--- src/common/tjil_pkg.sv ---
// Purpose: shared constants and types of the T1/J1 set-up and LOS block
// Assumes: 8-bit register port, one core clock
// Notes:   offsets are byte addresses on the register port
package tjil_pkg;

   // ==========================================================
   // register offsets
   localparam logic [7:0] A_GLOBAL_CFG  = 8'h00;
   localparam logic [7:0] A_PRIMARY     = 8'h01;
   localparam logic [7:0] A_RX_CTRL     = 8'h02;
   localparam logic [7:0] A_LINE_CODE   = 8'h03;
   localparam logic [7:0] A_LOS_DETECT  = 8'h04;
   localparam logic [7:0] A_LOS_RECOVER = 8'h05;
   localparam logic [7:0] A_LINE_IF2    = 8'h06;
   localparam logic [7:0] A_STATUS      = 8'h07;
   localparam logic [7:0] A_LOS_EVENTS  = 8'h08;
   localparam logic [7:0] A_COMMAND     = 8'h09;
   localparam logic [7:0] A_DECREMENT   = 8'h0a;
   localparam logic [7:0] A_TX_FIFO     = 8'h0b;
   localparam logic [4:0] A_CLK_MODE_HI = 5'h02;
   localparam logic [3:0] A_TX_SIG_HI   = 4'h2;
   localparam logic [3:0] TX_SIG_COUNT  = 4'hc;

   // ==========================================================
   // field positions
   localparam int B_CMD_RX_RESET = 0;
   localparam int B_CMD_TX_RESET = 1;
   localparam int B_CODE_LO      = 0;
   localparam int B_DUAL_RAIL    = 2;
   localparam int B_PRECODE      = 3;

   // ==========================================================
   // reset values and counts
   localparam logic [7:0] RST_BYTE      = 8'h00;
   localparam logic [2:0] CH_LAST_BIT   = 3'h7;
   localparam logic [3:0] PD_ZERO_RUN   = 4'hf;
   localparam logic [8:0] ONES_SAT      = 9'h1ff;

   // ==========================================================
   // line codes and symbols
   typedef enum logic [1:0] {
      CODE_NRZ     = 2'h0,
      CODE_AMI     = 2'h1,
      CODE_AMI_ZCS = 2'h2,
      CODE_B8ZS    = 2'h3
   } tjil_code_t;

   typedef enum logic [1:0] {
      SYM_ZERO = 2'h0,
      SYM_MARK = 2'h1,
      SYM_V    = 2'h2,
      SYM_B    = 2'h3
   } tjil_sym_t;

   // ==========================================================
   // carriers
   typedef struct packed {
      logic [7:0] addr;
      logic [7:0] wdata;
      logic       wr;
      logic       rd;
   } tjil_bus_t;

   typedef struct packed {
      logic stb;
      logic pos;
      logic neg;
   } tjil_rx_t;

   // ==========================================================
   // module state
   typedef struct packed {
      logic        los;
      logic [12:0] zrun;
      logic [12:0] win;
      logic [8:0]  ones;
      logic [3:0]  zr15;
      logic        z15;
      logic        rise;
      logic        fall;
   } tjil_los_st_t;

   typedef struct packed {
      tjil_sym_t [7:0] slot;
      logic [2:0]      cnt;
      logic            pol;
      logic            lp;
      logic            ln;
   } tjil_cod_st_t;

   typedef struct packed {
      logic             extra_recovery_irq_en;
      logic             primary_mode_select;
      logic             j1;
      tjil_code_t       code;
      logic             dual;
      logic             precode;
      logic [7:0]       los_detect_count;
      logic [7:0]       los_recovery_count;
      logic             pd_en;
      logic [7:0]       los_cnt;
      logic [7:0][7:0]  global_clock_mode_regs;
      logic [11:0][7:0] sig;
      logic [7:0]       rdata;
      logic             rx_rst;
      logic             tx_rst;
      logic [7:0]       fifo_data;
      logic             fifo_vld;
      logic             set_evt;
      logic             clr_evt;
   } tjil_top_st_t;

   // bits in one LOS interval: (count + 1) * 16
   function automatic logic [12:0] tjil_los_limit(input logic [7:0] cnt);
      return 13'({5'h00, cnt} + 13'h0001) << 4;
   endfunction

endpackage

--- src/logic/tjil_los_mon.sv ---
// Purpose: loss-of-signal detection and recovery on the receive marks
// Assumes: rx strobe and marks come from logic on core_clk_i
// Notes:   recovery is judged at the end of each interval
`timescale 1ns/100ps
`default_nettype none
module tjil_los_mon
   import tjil_pkg::*;
(
   input  wire logic       core_clk_i,
   input  wire logic       reset_n_i,
   input  wire logic       clr_i,
   input  wire logic       stb_i,
   input  wire logic       mark_i,
   input  wire logic [7:0] pcd_i,
   input  wire logic [7:0] pcr_i,
   input  wire logic       pd_en_i,
   output logic            los_o,
   output logic            rise_o,
   output logic            fall_o
);
   tjil_los_st_t s_reg;
   tjil_los_st_t s_next;

   always_comb begin
      logic [12:0] lim;
      logic [8:0]  need;
      lim  = tjil_los_limit(pcd_i);
      need = {1'b0, pcr_i} + 9'h001;
      s_next      = s_reg;
      s_next.rise = 1'b0;
      s_next.fall = 1'b0;
      if (clr_i) begin
         s_next = '0;
      end else if (stb_i && !s_reg.los) begin
         // zero run to los
         s_next.zrun = mark_i ? 13'h0000 : 13'(s_reg.zrun + 13'h0001);
         if (!mark_i && s_next.zrun >= lim) begin
            s_next.los  = 1'b1;
            s_next.rise = 1'b1;
            s_next.win  = '0;
            s_next.ones = '0;
            s_next.zr15 = '0;
            s_next.z15  = 1'b0;
         end
      end else if (stb_i) begin
         s_next.win = 13'(s_reg.win + 13'h0001);
         if (mark_i) begin
            s_next.zr15 = '0;
            if (s_reg.ones != ONES_SAT) begin
               s_next.ones = 9'(s_reg.ones + 9'h001);
            end
         end else begin
            s_next.zr15 = 4'(s_reg.zr15 + 4'h1);
            // watch 15-zero runs
            if (s_next.zr15 == PD_ZERO_RUN) begin
               s_next.z15 = 1'b1;
            end
         end
         if (s_next.win >= lim) begin
            // enough ones clears
            // density check blocks
            if (s_next.ones >= need && !(pd_en_i && s_next.z15)) begin
               s_next.los  = 1'b0;
               s_next.fall = 1'b1;
               s_next.zrun = '0;
            end
            s_next.win  = '0;
            s_next.ones = '0;
            s_next.zr15 = '0;
            s_next.z15  = 1'b0;
         end
      end
   end

   always_ff @(posedge core_clk_i or negedge reset_n_i) begin
      if (!reset_n_i) begin
         s_reg <= '0;
      end else begin
         s_reg <= s_next;
      end
   end

   assign los_o  = s_reg.los;
   assign rise_o = s_reg.rise;
   assign fall_o = s_reg.fall;
endmodule // tjil_los_mon
`default_nettype wire

--- src/logic/tjil_line_coder.sv ---
// Purpose: transmit line coder, NRZ / AMI / AMI with bit 7 stuffing / B8ZS
// Assumes: tx strobe and data come from logic on core_clk_i
// Notes:   eight-bit delay in every code so latency never changes
`timescale 1ns/100ps
`default_nettype none
module tjil_line_coder
   import tjil_pkg::*;
(
   input  wire logic       core_clk_i,
   input  wire logic       reset_n_i,
   input  wire logic       clr_i,
   input  wire logic       stb_i,
   input  wire logic       data_i,
   input  wire tjil_pkg::tjil_code_t code_i,
   input  wire logic       dual_i,
   input  wire logic       precode_i,
   output logic            pos_o,
   output logic            neg_o
);
   tjil_cod_st_t s_reg;
   tjil_cod_st_t s_next;

   always_comb begin
      logic pulse;
      logic np;
      logic bip;
      logic sub;
      pulse  = s_reg.slot[7] != SYM_ZERO;
      np     = (s_reg.slot[7] == SYM_V) ? s_reg.pol : ~s_reg.pol;
      bip    = dual_i && code_i != CODE_NRZ;
      // single rail without precoding gets plain marks
      sub    = code_i == CODE_B8ZS && (dual_i || precode_i);
      s_next = s_reg;
      if (clr_i) begin
         s_next = '0;
      end else if (stb_i) begin
         // alternate marks, violations keep polarity
         if (pulse && code_i != CODE_NRZ) begin
            s_next.pol = np;
         end
         s_next.lp   = bip ? (pulse && np) : pulse;
         s_next.ln   = bip && pulse && !np;
         s_next.slot = {s_reg.slot[6:0], data_i ? SYM_MARK : SYM_ZERO};
         s_next.cnt  = 3'(s_reg.cnt + 3'h1);
         // bit 7 stuffing
         if (code_i == CODE_AMI_ZCS && s_reg.cnt == CH_LAST_BIT &&
             s_next.slot == '0) begin
            s_next.slot[1] = SYM_MARK;
         end
         // B8ZS substitution
         if (sub && s_next.slot == '0) begin
            s_next.slot = {SYM_ZERO, SYM_ZERO, SYM_ZERO, SYM_V,
                           SYM_B, SYM_ZERO, SYM_V, SYM_B};
         end
      end
   end

   always_ff @(posedge core_clk_i or negedge reset_n_i) begin
      if (!reset_n_i) begin
         s_reg <= '0;
      end else begin
         s_reg <= s_next;
      end
   end

   assign pos_o = s_reg.lp;
   assign neg_o = s_reg.ln;
endmodule // tjil_line_coder
`default_nettype wire

--- src/logic/tjil_top.sv ---
// What this block does
// host configures only after reset released
// basic and operational set before activation
// configuration order is only a recommendation
// primary bit high for T1/J1, else E1
// japan select picks J1 over T1
// optional features enabled after line runs
// unassigned reads return don't-care data
// unassigned writes ignored, host writes none
// control registers read/write except four groups
// los after (count+1)*16 zeros
// recovery needs (count+1) ones per interval
// density option forbids 15-zero runs
// extra flag adds alarm clear events
// AMI, stuffing, B8ZS, precode, NRZ supported
// host sets clock mode registers first
// host soft-resets both paths afterwards
//
// Purpose: register file, mode selection, LOS and line coding
// Assumes: rx and tx bit strobes come from logic on core_clk_i
// Notes:   read data stand only in the cycle after the read strobe
//
// The plain strobed port and the register offsets are this design's own decisions.
`timescale 1ns/100ps
`default_nettype none
module tjil_top
   import tjil_pkg::*;
(
   input  wire logic            core_clk_i,
   input  wire logic            reset_n_i,
   input  wire tjil_pkg::tjil_bus_t bus_i,
   output logic [7:0]           rdata_o,
   input  wire tjil_pkg::tjil_rx_t  rx_i,
   input  wire logic            tx_stb_i,
   input  wire logic            tx_data_i,
   output logic                 line_pos_o,
   output logic                 line_neg_o,
   output logic                 los_o,
   output logic                 e1_mode_o,
   output logic                 j1_mode_o,
   output logic                 alarm_set_evt_o,
   output logic                 alarm_clr_evt_o,
   output logic [63:0]          clk_mode_o,
   output logic [95:0]          tx_sig_o,
   output logic [7:0]           fifo_data_o,
   output logic                 fifo_vld_o,
   output logic                 rx_reset_o,
   output logic                 tx_reset_o
);
   tjil_top_st_t s_reg;
   tjil_top_st_t s_next;
   logic         los;
   logic         los_rise;
   logic         los_fall;
   logic         rx_mark;

   // ==========================================================
   // address classes
   function automatic logic is_clk_mode(input logic [7:0] a);
      return a[7:3] == A_CLK_MODE_HI;
   endfunction

   function automatic logic is_tx_sig(input logic [7:0] a);
      return a[7:4] == A_TX_SIG_HI && a[3:0] < TX_SIG_COUNT;
   endfunction

   // ==========================================================
   // receive marks: the pos rail always counts as a pulse, the neg rail only in dual rail mode
   assign rx_mark = rx_i.pos || (s_reg.dual && rx_i.neg);

   // ==========================================================
   // register file
   always_comb begin
      logic [7:0] a;
      logic [7:0] w;
      a = bus_i.addr;
      w = bus_i.wdata;
      s_next           = s_reg;
      s_next.rdata     = RST_BYTE;
      s_next.rx_rst    = 1'b0;
      s_next.tx_rst    = 1'b0;
      s_next.fifo_vld  = 1'b0;
      s_next.set_evt   = 1'b0;
      s_next.clr_evt   = 1'b0;

      // unmapped writes fall through
      if (bus_i.wr) begin
         case (a)
            A_GLOBAL_CFG: begin
               s_next.extra_recovery_irq_en = w[0];
            end
            A_PRIMARY: begin
               s_next.primary_mode_select = w[0];
            end
            A_RX_CTRL: begin
               s_next.j1 = w[0];
            end
            A_LINE_CODE: begin
               s_next.code    = tjil_code_t'(w[B_CODE_LO +: 2]);
               s_next.dual    = w[B_DUAL_RAIL];
               s_next.precode = w[B_PRECODE];
            end
            A_LOS_DETECT: begin
               s_next.los_detect_count = w;
            end
            A_LOS_RECOVER: begin
               s_next.los_recovery_count = w;
            end
            A_LINE_IF2: begin
               s_next.pd_en = w[0];
            end
            A_COMMAND: begin
               s_next.rx_rst = w[B_CMD_RX_RESET];
               s_next.tx_rst = w[B_CMD_TX_RESET];
            end
            A_TX_FIFO: begin
               s_next.fifo_data = w;
               s_next.fifo_vld  = 1'b1;
            end
            default: begin
               if (is_clk_mode(a)) begin
                  s_next.global_clock_mode_regs[a[2:0]] = w;
               end else if (is_tx_sig(a)) begin
                  s_next.sig[a[3:0]] = w;
               end
            end
         endcase
      end

      // write-only groups read zero
      // unmapped reads give zero
      if (bus_i.rd) begin
         case (a)
            A_GLOBAL_CFG: begin
               s_next.rdata = {7'h00, s_reg.extra_recovery_irq_en};
            end
            A_PRIMARY: begin
               s_next.rdata = {7'h00, s_reg.primary_mode_select};
            end
            A_RX_CTRL: begin
               s_next.rdata = {7'h00, s_reg.j1};
            end
            A_LINE_CODE: begin
               s_next.rdata = {4'h0, s_reg.precode, s_reg.dual, s_reg.code};
            end
            A_LOS_DETECT: begin
               s_next.rdata = s_reg.los_detect_count;
            end
            A_LOS_RECOVER: begin
               s_next.rdata = s_reg.los_recovery_count;
            end
            A_LINE_IF2: begin
               s_next.rdata = {7'h00, s_reg.pd_en};
            end
            A_STATUS: begin
               s_next.rdata = {5'h00, j1_mode_o, e1_mode_o, los};
            end
            A_LOS_EVENTS: begin
               s_next.rdata = s_reg.los_cnt;
            end
            default: begin
               if (is_clk_mode(a)) begin
                  s_next.rdata = s_reg.global_clock_mode_regs[a[2:0]];
               end
            end
         endcase
      end

      // event count: a new loss wins over a decrement in the same cycle
      if (los_rise) begin
         if (s_reg.los_cnt != 8'hff) begin
            s_next.los_cnt = 8'(s_reg.los_cnt + 8'h01);
         end
      end else if (bus_i.wr && a == A_DECREMENT && s_reg.los_cnt != 8'h00) begin
         s_next.los_cnt = 8'(s_reg.los_cnt - 8'h01);
      end

      // clear events only when enabled
      s_next.set_evt = los_rise;
      s_next.clr_evt = los_fall && s_reg.extra_recovery_irq_en;
   end

   always_ff @(posedge core_clk_i or negedge reset_n_i) begin
      if (!reset_n_i) begin
         s_reg <= '0;
      end else begin
         s_reg <= s_next;
      end
   end

   // ==========================================================
   // loss of signal
   tjil_los_mon u_los (
      .core_clk_i (core_clk_i),
      .reset_n_i  (reset_n_i),
      .clr_i      (s_reg.rx_rst),
      .stb_i      (rx_i.stb),
      .mark_i     (rx_mark),
      .pcd_i      (s_reg.los_detect_count),
      .pcr_i      (s_reg.los_recovery_count),
      .pd_en_i    (s_reg.pd_en),
      .los_o      (los),
      .rise_o     (los_rise),
      .fall_o     (los_fall)
   );

   // ==========================================================
   // transmit coding
   tjil_line_coder u_coder (
      .core_clk_i (core_clk_i),
      .reset_n_i  (reset_n_i),
      .clr_i      (s_reg.tx_rst),
      .stb_i      (tx_stb_i),
      .data_i     (tx_data_i),
      .code_i     (s_reg.code),
      .dual_i     (s_reg.dual),
      .precode_i  (s_reg.precode),
      .pos_o      (line_pos_o),
      .neg_o      (line_neg_o)
   );

   // ==========================================================
   // outputs
   // cleared primary bit means E1
   assign e1_mode_o       = !s_reg.primary_mode_select;
   // J1 only inside T1/J1 mode
   assign j1_mode_o       = s_reg.primary_mode_select && s_reg.j1;
   assign rdata_o         = s_reg.rdata;
   assign los_o           = los;
   assign alarm_set_evt_o = s_reg.set_evt;
   assign alarm_clr_evt_o = s_reg.clr_evt;
   assign clk_mode_o      = s_reg.global_clock_mode_regs;
   assign tx_sig_o        = s_reg.sig;
   assign fifo_data_o     = s_reg.fifo_data;
   assign fifo_vld_o      = s_reg.fifo_vld;
   assign rx_reset_o      = s_reg.rx_rst;
   assign tx_reset_o      = s_reg.tx_rst;
endmodule // tjil_top
`default_nettype wire

--- config.mk ---
export PLATFORM = sky130hd
export DESIGN_NAME = tjil_top
export DESIGN_NICKNAME = d
export VERILOG_FILES = /design/src/common/tjil_pkg.sv /design/src/logic/tjil_los_mon.sv /design/src/logic/tjil_line_coder.sv /design/src/logic/tjil_top.sv
export SDC_FILE = /design/constraint.sdc
export NUM_CORES = 1
export LEC_CHECK = 0
export BUFFER_PORTS_ARGS = -buffer_cell sky130_fd_sc_hd__buf_2
export CAP_MARGIN = 20
export CORE_MARGIN = 4
export CORE_UTILIZATION = 60
export CTS_BUF_LIST = sky130_fd_sc_hd__clkbuf_4
export DETAILED_ROUTE_END_ITERATION = 8
export PLACE_DENSITY = 0.94
export SYNTH_ARGS = -nofsm -noshare
export SYNTH_HDL_FRONTEND = slang
export SYNTH_HIERARCHICAL = 1
export SYNTH_SLANG_ARGS = --single-unit
--- constraint.sdc ---
create_clock -name core_clk_i -period 3.9 [get_ports core_clk_i]
set_input_delay 0.585 -clock core_clk_i [delete_from_list [all_inputs] [get_ports core_clk_i]]
set_output_delay 0.585 -clock core_clk_i [all_outputs]
set_load 0.02 [all_outputs]
---- After elaboration in Yosys (flattened, before gate mapping) ----
Index checks and enable logic that the tools add are counted.
word-level totals
  bits in registers ....................... 278
  output and inout port bits .............. 186
  input port bits ......................... 25
operators by class
  mux-type cells .......................... 51
  bitwise logic cells ..................... 3
  equality and inequality tests ........... 22
  order comparisons ....................... 8
  $add $sub $neg .......................... 9
  reductions and logical operators ........ 56
operators with widths
  kind                                                             count
  41-bit two-way mux                                               3
  96-bit bitwise mux                                               1
  8-bit one-hot mux with 9 select lines                            1
  64-bit bitwise mux                                               1
  8-bit two-way mux                                                8
  9-bit two-way mux                                                6
  22-bit two-way mux                                               2
  43-bit two-way mux                                               1
  8-bit demux with 4-bit select                                    1
  8-bit by 3-bit == test with 1-bit output, second input constant  4
  8-bit by 4-bit == test with 1-bit output, second input constant  4
  16-bit zero test                                                 2
  28-bit two-way mux                                               1
  13-bit by 1-bit adder with 13-bit output, second input constant  2
  13-bit greater-or-equal comparator                               2
  8-bit binary-select mux with 3-bit select                        1
  8-bit demux with 3-bit select                                    1
  2-bit AND reduction                                              11
  1-bit logical AND                                                21
  8-bit by 1-bit adder with 9-bit output, second input constant    2
  8-bit by 2-bit == test with 1-bit output, second input constant  2
  16-bit two-way mux                                               1
  1-bit two-way mux                                                15
  14-bit two-way mux                                               1
  other kinds (35)                                                 55

---- Longest topological paths before layout ----
Gate-level depths: netlist of run 1.
  depth in word-level cells ............... 15
  mapped depth ............................ 17
  mapped depth without buffers ............ 14

---- Hierarchy ----
The synthesis of run 1 kept the hierarchy.
modules (own cells, without submodules)
  module           times used  area each (µm²)  cells each  seq. area each (µm²)
  tjil_top         1           10593.9          840         5330.1
  tjil_los_mon     1           3435.8           394         1076.0
  tjil_line_coder  1           1017.2           88          550.5

---- Worst setup path after synthesis of run 1 ----
No wires, ideal clock.
  kind .................................... register -> register
  start point ............................. reg u_los/s_reg[16] (netlist name)
  end point ............................... reg u_los/s_reg[34] (netlist name)
  setup slack ............................. 778 ps
  setup time .............................. 122 ps
  arrival time ............................ 3000 ps
  clock period less this slack ............ 3122 ps
  cell stages (with the launch flop) ...... 17
  required time ........................... 3778 ps
  path buffers ............................ 2
  path through ............................ dfrtp_1 ha_1 and3_1 nand3_2 or2_1 clkbuf_1 nor2_1 xnor2_1 inv_1 ha_1 nand2_1 nor2_1 o31ai_4 nor2b_4 or2_4 buf_6 a32o_1
between the ends
  word-level cells in the longest chain between the ends .. 4
RTL lines
  what                                      line                text
  start: declaration                        tjil_los_mon.sv:21  tjil_los_st_t s_reg;
  start signal: assignment                  tjil_los_mon.sv:79  s_reg <= s_next;
  13-bit by 1-bit adder with 13-bit output  tjil_los_mon.sv:46  s_next.win = 13'(s_reg.win + 13'h0001);
  13-bit greater-or-equal comparator        tjil_los_mon.sv:59  if (s_next.win >= lim) begin
  3-bit nonzero test (no source line)       --
  3-bit AND reduction (no source line)      --
Every way passes these cells.
A chain may end at the register's enable or synchronous reset.

---- Worst setup path in the final report of run 1 ----
  start point ............................. reg u_los/s_reg[17] (netlist name)
  end point ............................... reg u_los/s_reg[9] (netlist name)
between the ends
  word-level cells in the longest chain between the ends .. 6
RTL lines
  what                                      line                text
  13-bit by 1-bit adder with 13-bit output  tjil_los_mon.sv:46
  13-bit greater-or-equal comparator        tjil_los_mon.sv:59
  41-bit two-way mux                        tjil_los_mon.sv:59
  41-bit two-way mux                        tjil_los_mon.sv:45  end else if (stb_i) begin
  41-bit two-way mux                        tjil_los_mon.sv:34  end else if (stb_i && !s_reg.los) begin
  43-bit two-way mux                        tjil_los_mon.sv:32  if (clr_i) begin
Every way passes these cells. The select of a mux whose other input is x is not followed.

==> results of run 1 <==
## metrics by stage
step,cells,util,hold WS (ns),power [W],cell area (um^2)
floorplan,1322,-,0.2894,0.004741,15050
global placement,1637,0.6160,0.4386,0.005049,15070
detailed placement,1637,0.6160,0.4425,0.005156,15070
CTS,1762,0.6522,0.2459,0.007635,15950
global route,1765,0.6525,0.2466,0.008007,15960
finish,1765,0.6525,0.2693,0.007643,15960
## worst min path at each step
stage,slack (ns),end,startpoint,cells past startpoint
3_5_place_dp,0.44,alarm_set_evt_o,u_los/rise_o,0
3_3_place_gp,0.44,alarm_set_evt_o,u_los/rise_o,0
5_1_grt,0.25,rdata_o[1],bus_i[0],2
6_report,0.27,u_coder/s_reg[6],tx_data_i,3
2_1_floorplan,0.29,alarm_clr_evt_o,reset_n_i,0
4_1_cts,0.25,u_coder/s_reg[6],tx_data_i,3
## critical path: cells and delay by family, from the launching register on
kind / cells / cell delay (ns)
xor gates and xnor gates: 1 / 0.15
adders and majority gates: 2 / 0.53
AOI/OAI and AO/OA: 2 / 0.40
buffers and inverters: 2 / 0.33
DFF: 1 / 0.42
and+or+nand+nor: 8 / 1.51
## layer usage
metal / GRT usage / wire (um) / up-vias
met2: 0.4773 / 19730 / 681
met5: 0 / 0 / -
met4: 0.1195 / 1622 / 0
met3: 0.08236 / 3891 / 169
li1: - / - / 4675
met1: 0.3283 / 14590 / 5412
## timing repair
item / CTS / global route
hold buffers: 1 / 0
resized for setup: 0 / 0
setup endpoints to repair: 0 / 0
hold endpoints to repair: 74 / 0
## cell type report
cell class | instances | area (um^2)
tap | 324 | 405.4
sequential | 278 | 6957
timing repair buffer | 225 | 1201
fill | 1628 | 8501
clock buffer | 95 | 713.2
clock inverter | 29 | 162.7
multi-input combinational | 786 | 6421
inverter | 25 | 93.84
antenna | 3 | 7.507
## kinds of logic (layout without fill, tap and decap cells)
family                     after synthesis  after routing
AOI/OAI and AO/OA                      162            162
xor gates and xnor gates                45             45
adders and majority gates               43             43
buffers and inverters                  258            374
DFF                                    278            278
muxes                                  255            255
other                                    0              3
and+or+nand+nor                        281            281
## where the power goes
| part | switching (W) | internal [W] |
|---|---|---|
| combinational | 0.000999 | 0.000712 |
| clock | 0.00126 | 0.00121 |
| sequential | 0.000315 | 0.00314 |
| total | 0.00257 | 0.00507 |
## cell usage in the layout (no fill, tap or decap), drive strengths merged, types with 5 or more instances in the layout
cell / instances
a21o: 6
a21oi: 24
a221o: 5
a22o: 8
a22oi: 6
a31o: 7
a32o: 13
and3: 13
buf: 224
clkbuf: 95
clkinv: 28
dfrtp: 278
ha: 42
inv: 24
mux2: 213
mux2i: 38
nand2: 76
nand2b: 11
nand3: 33
nand4: 16
nor2: 71
nor2b: 11
nor3: 12
nor4: 12
o211ai: 12
o21ai: 37
o21bai: 6
o31ai: 10
or2: 7
xnor2: 24
xor2: 21
==> out/metrics.yaml, run 1 <==
run_status:
  status: "complete, no violations"
critical_path:
  slowest_delay_ns: 0.42
  r2r_end: "u_los/s_reg[9]"
  critical_path_required_ns: 4.46
  critPathLaunch: "u_los/s_reg[17]"
  r2r-start: "u_los/s_reg[17]"
  worst-endpoint-arrival_ns: 4.03
  crit_type: "reg2reg"
  reg2reg_setup_slack_ns: 0.42
  cp_cell_sequence: "ha_1 > and3_1 > nand3_2 > or2_1 > nor2_1 > xnor2_1 > inv_1 > ha_1 > nand2_1 > nor2_1 > o31ai_4 > nand2_1 > buf_4 > nor2_1 > a221o_1"
  setup.worst_path.end: "u_los/s_reg[9]"
  crit_top_cell: "sky130_fd_sc_hd__nor2_1"
  critical_path.endpoint_type: "flop"
  worst_setup_path_start_kind: "flop"
  r2r.worst_path.cells: 15
  critPathMaxFanout: 13
  crit_slowest_cell: "sky130_fd_sc_hd__dfrtp_1"
synth:
  muxShareOfSynthArea: 0.1907
  synth_largest_area_cell: "sky130_fd_sc_hd__dfrtp_1"
  synth-seq-cells: 278
  async_flop_share: 1.000
  dominantRegCellSynth: "sky130_fd_sc_hd__dfrtp_1"
  postSynthAreaPerCell_um2: 11.38
  synthCells: 1322
  synth_commonest_cells: "sky130_fd_sc_hd__dfrtp_1, sky130_fd_sc_hd__mux2_2, sky130_fd_sc_hd__buf_4"
  dominant_combinational_cell_family_by_area_after_synthesis: "multiplexers"
  post_synthesis_simple_gate_area_fraction: 0.09538
  post_synth_xor_area_fraction: 0.02619
  synth-edff-count: 0
  synth.most_common_cell: "sky130_fd_sc_hd__dfrtp_1"
  synth_compound_gate_area_share: 0.07825
  number_of_synthesis_warnings: 6
  synth-adder-area-share: 0.03625
  netlist-cell-type-count: 74
  syn_nets: 1390
  synth.cell_area_mm2: 0.01505
  synth_largest_type_area_fraction: 0.4623
  synth_sequential_area_ratio: 0.4623
  synth_area_leaders: "sky130_fd_sc_hd__dfrtp_1, sky130_fd_sc_hd__mux2_2, sky130_fd_sc_hd__buf_4"
timing:
  setup-violations-final: 0
  post-route-min-period_ns: 3.477
  fin_tns_setup_ns: 0
  worst_slew_pin_slew_ns: 0.9230
  timing.max_slew.rel_slack: 0.3824
  max_freq_mhz: 287.6
  slew_viol_final: 0
  finalWorstSetupSlack_ns: 0.4226
  final_hold_viol_count: 0
  layout_worst_path_cycle_share: 0.8916
  fin_skew_ns: 0.05065
  grt_setup_unrepaired: "false"
global_route:
  first_global_vias: 11480
  grt_max_degree: 87
  grt_first_pass_wirelength_um: 62450
  grt_util_all_layers: 0.2789
  grt_overflow_total: 0
  initial_antenna_violation_count: 3
placed_design:
  gp_congestion: 0.9005
  preCtsSetupSlack_ns: 0.4707
  buffer_ports.inserted: 210
  hpwl_um: 26470
die:
  core_mm2: 0.02446
  initial_core_util: 0.6151
  row_count: 57
  floorplan.die_area_mm2: 0.02768
  die_h_um: 166.4
  ioPinCount: 211
  die-width_um: 166.4
clock_network:
  post_cts_buffers: 0
  numCtsBuffers: 70
  cts-root-buf: "sky130_fd_sc_hd__clkbuf_4"
  ctsLongestPathBuffers: 3
  cts_tree: "done"
  htree_num_levels: 3
  numClockSinks: 278
  worstSkewPairLatency_ns: 0.69
  clk_pin_slew_ns: 0.07
finish:
  finalNetCount: 1454
  flow.area_growth_from_synthesis_pct: 6.079
  largest_reg_flops: 96
  share_of_post_route_cells_with_drive_strength_above_1: 0.3915
min_path:
  timing.hold.worst.class: "in2reg"
run:
  cap_viol_max_count: 0
route:
  number_of_nets_with_antenna_violations_after_detailed_routing: 0
  remaining_drc_errors: 0
  post_drt_via_cell_ratio: 6.197
  drt_iter0_markers: 1068
  drt_pre_antenna_iters: 6
  routed_length_per_instance_um: 22.57
  num_vias: 10940
  route.final.wire_length_um: 39840
power_and_ir_drop:
  ir_drop_mv: 0.4004
  power-per-cell-area_mw_per_mm2: 478.8
  p_leak_nw: 8.370
No activity file was read; power rests on OpenSTA's default activity.
==> run 2: changes to the inputs <==
--- a/config.mk
+++ b/config.mk
@@ -7,6 +7,7 @@
 export LEC_CHECK = 0
 export BUFFER_PORTS_ARGS = -buffer_cell sky130_fd_sc_hd__buf_2
 export CAP_MARGIN = 20
+export CORE_ASPECT_RATIO = 1.2
 export CORE_MARGIN = 4
 export CORE_UTILIZATION = 60
 export CTS_BUF_LIST = sky130_fd_sc_hd__clkbuf_4
==> run 2 against run 1 <==
Net effect:
- die area hardly changed
- first-iteration DRC count shrank 18%
- cell count shrank 0.40%
- sequential share of layout area increased by 0.11 points
- fmax grew 1.5%
- global-route usage decreased by 0.065 points
- power fell by 0.65%
- via count is essentially flat
- flip-flop and latch count unchanged
- setup slack improved by 0.051 ns
- critical path type unchanged
- clock skew fell by 0.018 ns
==> out/metrics.yaml, run 2 (synthesized netlist as in run 1, its figures left out) <==
placed_design:
  buffer_ports.inserted: 210
  placed_cell_area_mm2: 0.01505
  gp_congestion: 0.8938
  hpwl_um: 26880
finish:
  largest_reg_flops: 96
  fin_area_mm2: 0.01592
  flow.area_growth_from_synthesis_pct: 5.821
  finalNetCount: 1452
  share_of_post_route_cells_with_drive_strength_above_1: 0.3934
  most_frequent_standard_cell_in_the_layout_excluding_fill_and_tap_cells: "sky130_fd_sc_hd__dfrtp_1"
  layout.cells.most_common_list: "sky130_fd_sc_hd__dfrtp_1, sky130_fd_sc_hd__buf_2, sky130_fd_sc_hd__mux2_2, sky130_fd_sc_hd__clkbuf_4, sky130_fd_sc_hd__nand2_1"
clock_network:
  numCtsBuffers: 69
  ctsLongestPathBuffers: 3
  postCtsResizedCells: 0
  worstSkewPairLatency_ns: 0.69
  clk_pin_slew_ns: 0.07
  htree_num_levels: 3
  cts_tree: "done"
  numClockSinks: 278
  cts-root-buf: "sky130_fd_sc_hd__clkbuf_4"
timing:
  layout_worst_path_cycle_share: 0.8785
  setup-violations-final: 0
  post-route-min-period_ns: 3.426
  slew_viol_final: 0
  timing.max_slew.rel_slack: 0.4109
  final_hold_viol_count: 0
  grt_setup_unrepaired: "false"
  max_freq_mhz: 291.9
  worst_slew_pin_slew_ns: 0.8764
  fin_tns_setup_ns: 0
  fin_skew_ns: 0.03301
global_route:
  grt_util_all_layers: 0.2783
  grt_first_pass_wirelength_um: 62130
  first_global_vias: 11570
  grt_overflow_total: 0
  grt_max_degree: 110
  initial_antenna_violation_count: 2
critical_path:
  worst-endpoint-arrival_ns: 3.98
  r2r-start: "u_los/s_reg[17]"
  crit_type: "reg2reg"
  r2r_end: "u_los/s_reg[24]"
  worst_setup_path_start_kind: "flop"
  reg2reg_setup_slack_ns: 0.47
  critical_path_required_ns: 4.45
  critPathMaxFanout: 15
  critical_path.endpoint_type: "flop"
  r2r.worst_path.cells: 16
route:
  routed_length_per_instance_um: 22.36
  route.final.wire_length_um: 39320
  remaining_drc_errors: 0
  num_vias: 10930
  post_drt_via_cell_ratio: 6.217
  drt_iter0_markers: 879
  drt_pre_antenna_iters: 5
  number_of_nets_with_antenna_violations_after_detailed_routing: 0
die:
  floorplan.die_area_mm2: 0.02769
  die-width_um: 152.6
  ioPinCount: 211
  core_mm2: 0.02467
  die_h_um: 181.5
  initial_core_util: 0.6099
  row_count: 63
run_status:
  status: "complete, no violations"
min_path:
  whs_endpoint: "rdata_o[2]"
  hold_path_startpoint: "bus_i[0]"
  timing.hold.worst_path_depth: 2
  timing.hold.worst.class: "in2reg"
run:
  cap_viol_max_count: 0
power_and_ir_drop:
  power-per-cell-area_mw_per_mm2: 476.9
  ir_drop_mv: 0.3597
  p_leak_nw: 8.352
-- run 2: cell types whose count changed in the layout (fill, tap and decap cells not counted), sizes merged --
cell	change
inv	+1
clkinv	-10
diode	-1
clkbuf	+2
buf	-1
clkinvlp	+1
-- run 2: layer usage --
metal | share of wire | wire length [um] | track usage | vias to the layer above
met5 | 0 | 0 | 0 | -
met4 | 0.054 | 2131 | 0.1633 | 0
met3 | 0.087 | 3434 | 0.07318 | 161
met2 | 0.51 | 19860 | 0.4765 | 653
met1 | 0.35 | 13890 | 0.3135 | 5418
li1 | - | - | - | 4697
-- run 2: worst max path at each step --
stage | from | slack, ns | to | cells past startpoint
2_1_floorplan | u_los/s_reg[16] | 0.78 | u_los/s_reg[34] | 16
3_3_place_gp | u_los/s_reg[16] | 0.59 | u_los/s_reg[24] | 16
3_5_place_dp | u_los/s_reg[17] | 0.48 | u_los/s_reg[24] | 16
4_1_cts | u_los/s_reg[17] | 0.47 | u_los/s_reg[24] | 16
5_1_grt | u_los/s_reg[17] | 0.14 | u_los/s_reg[4] | 15
6_report | u_los/s_reg[17] | 0.47 | u_los/s_reg[24] | 16
-- run 2: cell type report --
type                    instances  area [um^2]
fillers                      1682         8750
flip-flops and latches        278         6957
multi-input cells             786         6421
repair buffers                224         1181
clock buffers                  97        728.2
well taps                     325        406.6
clock inverters                21        130.1
inverters                      25        93.84
diodes                          2        5.005
-- run 2: stage by stage --
| stage | setup WS (ns) | hold WS (ns) | std cells | util | total power, W |
|---|---|---|---|---|---|
| 6_report | 0.4737 | 0.2432 | 1758 | 0.6454 | 0.007593 |
| 5_1_grt | 0.1360 | 0.2217 | 1758 | 0.6454 | 0.007977 |
| 4_1_cts | 0.4702 | 0.2088 | 1756 | 0.6452 | 0.007606 |
| 3_5_place_dp | 0.4849 | 0.4444 | 1637 | 0.6100 | 0.005167 |
| 3_3_place_gp | 0.5894 | 0.4402 | 1637 | 0.6100 | 0.005048 |
| 2_1_floorplan | 0.7782 | 0.2894 | 1322 | - | 0.004741 |
-- run 2: what timing repair did --
| action | 4_1_cts | 5_1_grt |
|---|---|---|
| hold buffers | 1 | 0 |
| buffers inserted | 0 | 0 |
| endpoints found under the setup margin | 0 | 0 |
| endpoints found under the hold margin | 43 | 0 |
-- run 2: worst max-delay path, stage by stage, from the launching register on --
cell and delay, ns:
sky130_fd_sc_hd__dfrtp_1 0.41, sky130_fd_sc_hd__ha_1 0.23, sky130_fd_sc_hd__and3_1 0.22, sky130_fd_sc_hd__nand3_2 0.12, sky130_fd_sc_hd__or2_1 0.32, sky130_fd_sc_hd__nor2_1 0.15
sky130_fd_sc_hd__xnor2_1 0.15, sky130_fd_sc_hd__inv_1 0.07, sky130_fd_sc_hd__ha_1 0.30, sky130_fd_sc_hd__a21oi_1 0.08, sky130_fd_sc_hd__o21ai_2 0.20, sky130_fd_sc_hd__nor2b_1 0.07
sky130_fd_sc_hd__buf_4 0.16, sky130_fd_sc_hd__nand2_1 0.22, sky130_fd_sc_hd__buf_4 0.27, sky130_fd_sc_hd__nor2_1 0.06, sky130_fd_sc_hd__a221o_1 0.25
-- run 2: report_power, final --
group          internal, W  switching (W)  total (W)
logic             0.000711       0.000993    0.00170
registers          0.00314       0.000316    0.00346
clock network      0.00122        0.00120    0.00243
==> run 3: changes to the inputs <==
--- a/config.mk
+++ b/config.mk
@@ -15,5 +15,4 @@
 export PLACE_DENSITY = 0.94
 export SYNTH_ARGS = -nofsm -noshare
 export SYNTH_HDL_FRONTEND = slang
-export SYNTH_HIERARCHICAL = 1
 export SYNTH_SLANG_ARGS = --single-unit
==> run 3 against run 2 <==
Net effect:
- register-to-register slack got worse by 0.17 ns
- sequential share of layout area is 0.54 points higher
- synthesized cell count fell by 4.5%
- combinational power decreased by 27%
- first-iteration DRC count decreased by 13%
- cell area is 1.2% lower
- critical path type unchanged
- critical endpoint is now u_los.s_reg[7]
- highest routed layer unchanged
==> out/metrics.yaml, run 3 <==
finish:
  layout.cells.most_common_list: "sky130_fd_sc_hd__dfrtp_1, sky130_fd_sc_hd__buf_2, sky130_fd_sc_hd__mux2_2, sky130_fd_sc_hd__clkbuf_4, sky130_fd_sc_hd__nand2_1"
  finalNonFillerCells: 1706
  filler_cell_count: 1652
  most_frequent_standard_cell_in_the_layout_excluding_fill_and_tap_cells: "sky130_fd_sc_hd__dfrtp_1"
  flow.area_growth_from_synthesis_pct: 6.616
  largest_reg_flops: 96
  final_cell_utilization_of_the_core: 0.6540
  finalNetCount: 1407
  share_of_post_route_cells_with_drive_strength_above_1: 0.4114
placed_design:
  preCtsSetupSlack_ns: 0.1715
  hpwl_um: 25570
  buffer_ports.inserted: 210
  gp_congestion: 0.9079
  inst_count_dp: 1586
synth:
  post_synth_xor_area_fraction: 0.02791
  synth_commonest_cells: "sky130_fd_sc_hd__dfrtp_1, sky130_fd_sc_hd__mux2_2, sky130_fd_sc_hd__buf_4"
  postSynthAreaPerCell_um2: 11.69
  post_synthesis_simple_gate_area_fraction: 0.09686
  async_flop_share: 1.000
  synth_largest_type_area_fraction: 0.4716
  synth.cell_area_mm2: 0.01475
  synth_largest_area_cell: "sky130_fd_sc_hd__dfrtp_1"
  netlist-cell-type-count: 75
  synth_compound_gate_area_share: 0.06921
  muxShareOfSynthArea: 0.1908
  synth-seq-cells: 278
  synth.most_common_cell: "sky130_fd_sc_hd__dfrtp_1"
  synth-adder-area-share: 0.03698
  dominantRegCellSynth: "sky130_fd_sc_hd__dfrtp_1"
  number_of_synthesis_warnings: 0
  synth_area_leaders: "sky130_fd_sc_hd__dfrtp_1, sky130_fd_sc_hd__mux2_2, sky130_fd_sc_hd__buf_4"
  synth-edff-count: 0
  synthCells: 1262
  syn_nets: 1330
  synth_sequential_area_ratio: 0.4716
  dominant_combinational_cell_family_by_area_after_synthesis: "multiplexers"
critical_path:
  crit_slowest_cell: "sky130_fd_sc_hd__nor2_2"
  crit_type: "reg2reg"
  worst_setup_path_start_kind: "flop"
  cp_cell_sequence: "ha_1 > nand3_1 > nor2_1 > and3_1 > and3_1 > xor2_1 > ha_1 > a211oi_1 > o211ai_1 > o2111ai_2 > nand2_1 > nor2_2 > a22o_1"
  worst-endpoint-arrival_ns: 4.19
  critical_path_required_ns: 4.50
  slowest_delay_ns: 0.40
  critical_path.endpoint_type: "flop"
  critical_path_buf_inv_count: 0
  critPathMaxFanout: 9
  timing.critical_path.max_delay_family: "simple AND/OR/NAND/NOR gates"
route:
  number_of_nets_with_antenna_violations_after_detailed_routing: 0
  num_vias: 10420
  drt_pre_antenna_iters: 7
  routed_length_per_instance_um: 21.91
  route.final.wire_length_um: 37380
  post_drt_via_cell_ratio: 6.109
  remaining_drc_errors: 0
  drt_iter0_markers: 765
clock_network:
  cts-root-buf: "sky130_fd_sc_hd__clkbuf_4"
  clk_pin_slew_ns: 0.07
  numCtsBuffers: 70
  cts_tree: "done"
  htree_num_levels: 3
  ctsLongestPathBuffers: 3
  worstSkewPairLatency_ns: 0.66
  numClockSinks: 278
timing:
  fin_skew_ns: 0.04553
  grt_setup_unrepaired: "false"
  slew_viol_final: 0
  layout_worst_path_cycle_share: 0.9213
  fin_tns_setup_ns: 0
  finalWorstSetupSlack_ns: 0.3070
  worst_slew_pin_slew_ns: 0.8991
  max_freq_mhz: 278.3
  setup-violations-final: 0
  post-route-min-period_ns: 3.593
  timing.max_slew.rel_slack: 0.3979
  hold_slack_ns: 0.2798
  final_hold_viol_count: 0
global_route:
  grt_max_degree: 89
  initial_antenna_violation_count: 3
  first_global_vias: 10910
  grt_util_all_layers: 0.2767
  grt_first_pass_wirelength_um: 59290
  grt_overflow_total: 0
die:
  core_mm2: 0.02405
  die_h_um: 179.8
  row_count: 62
  ioPinCount: 211
  floorplan.die_area_mm2: 0.02717
  initial_core_util: 0.6134
  die-width_um: 151.1
power_and_ir_drop:
  p_leak_nw: 8.260
  power-per-cell-area_mw_per_mm2: 450.1
  ir_drop_mv: 0.3507
min_path:
  timing.hold.worst.class: "in2reg"
run:
  cap_viol_max_count: 0
run_status:
  status: "complete, no violations"
==> run 3: cell types whose count changed in the layout (fill, tap and decap cells not counted), sizes merged, moves of 8 or more <==
| cell | previous run | this run |
|---|---|---|
| mux4 | 4 | 16 |
| nand2 | 76 | 90 |
| a22o | 8 | 16 |
| xor2 | 21 | 32 |
| xnor2 | 24 | 15 |
| a32o | 13 | 3 |
| mux2 | 213 | 193 |
| mux2i | 38 | 28 |
| and3 | 13 | 21 |
| inv | 25 | 14 |
==> run 3: metal layers <==
| layer | routed length [um] | vias up | track usage | share of wire |
|---|---|---|---|---|
| met1 | 13740 | 5166 | 0.3334 | 0.37 |
| met3 | 3138 | 160 | 0.07280 | 0.084 |
| met2 | 18520 | 592 | 0.4567 | 0.50 |
| met5 | 0 | - | 0 | 0 |
| li1 | - | 4504 | - | - |
| met4 | 1981 | 0 | 0.1382 | 0.053 |
==> run 3: final cells by class <==
cell class	count	area (um^2)	share of cell area
flip-flops and latches	278	6957	0.4423
inverters	14	52.55	0.003341
multi-input cells	749	6227	0.3959
clock inverters	16	123.9	0.007876
diodes	3	7.507	0.0004773
repair buffers	226	1209	0.07685
clock buffers	100	750.7	0.04773
well taps	320	400.4	0.02546
==> run 3: cell families after synthesis <==
family                     count (synthesis)
DFF                                      278
buffers and inverters                    235
AOI/OAI and AO/OA                        141
adders and majority gates                 43
and+or+nand+nor                          281
muxes                                    237
xor gates and xnor gates                  47
==> run 3: path summary, 6_finish.rpt <==
check,start,endpoint,slack [ns],cells past startpoint
max in group asynchronous,reset_n_i,u_los.s_reg[31],2.37,3
max reg2reg,u_los.s_reg[17],u_los.s_reg[7],0.31,13
min in group asynchronous,reset_n_i,clk_mode_o[58],0.53,2
min reg2reg,fifo_data_o[3],fifo_data_o[3],0.48,2
min,tx_data_i,u_coder.s_reg[6],0.28,3
max,u_los.s_reg[17],u_los.s_reg[7],0.31,13
==> run 3: what timing repair did <==
item	in CTS	in global routing
hold buffers	1	0
gates resized for setup	0	2
setup endpoints to repair	0	14
setup buffers	0	0
hold endpoints to repair	85	0
==> run 3: metrics by stage <==
| stage | instance area, um^2 | total power (W) |
|---|---|---|
| detailed placement | 14830 | 0.004600 |
| global route | 15730 | 0.007427 |
| floorplan | 14750 | 0.004278 |
| finish | 15730 | 0.007080 |
| CTS | 15710 | 0.007105 |
| global placement | 14820 | 0.004511 |
==> run 3: power by group <==
part           internal (W)  switching (W)
Clock               0.00131        0.00118
Sequential          0.00310       0.000252
Combinational      0.000525       0.000712
Total               0.00494        0.00214
==> run 3: worst min-delay path, stage by stage <==
cell	delay, ns
sky130_fd_sc_hd__buf_2	0.09
sky130_fd_sc_hd__mux2i_1	0.06
sky130_fd_sc_hd__o21ai_0	0.15
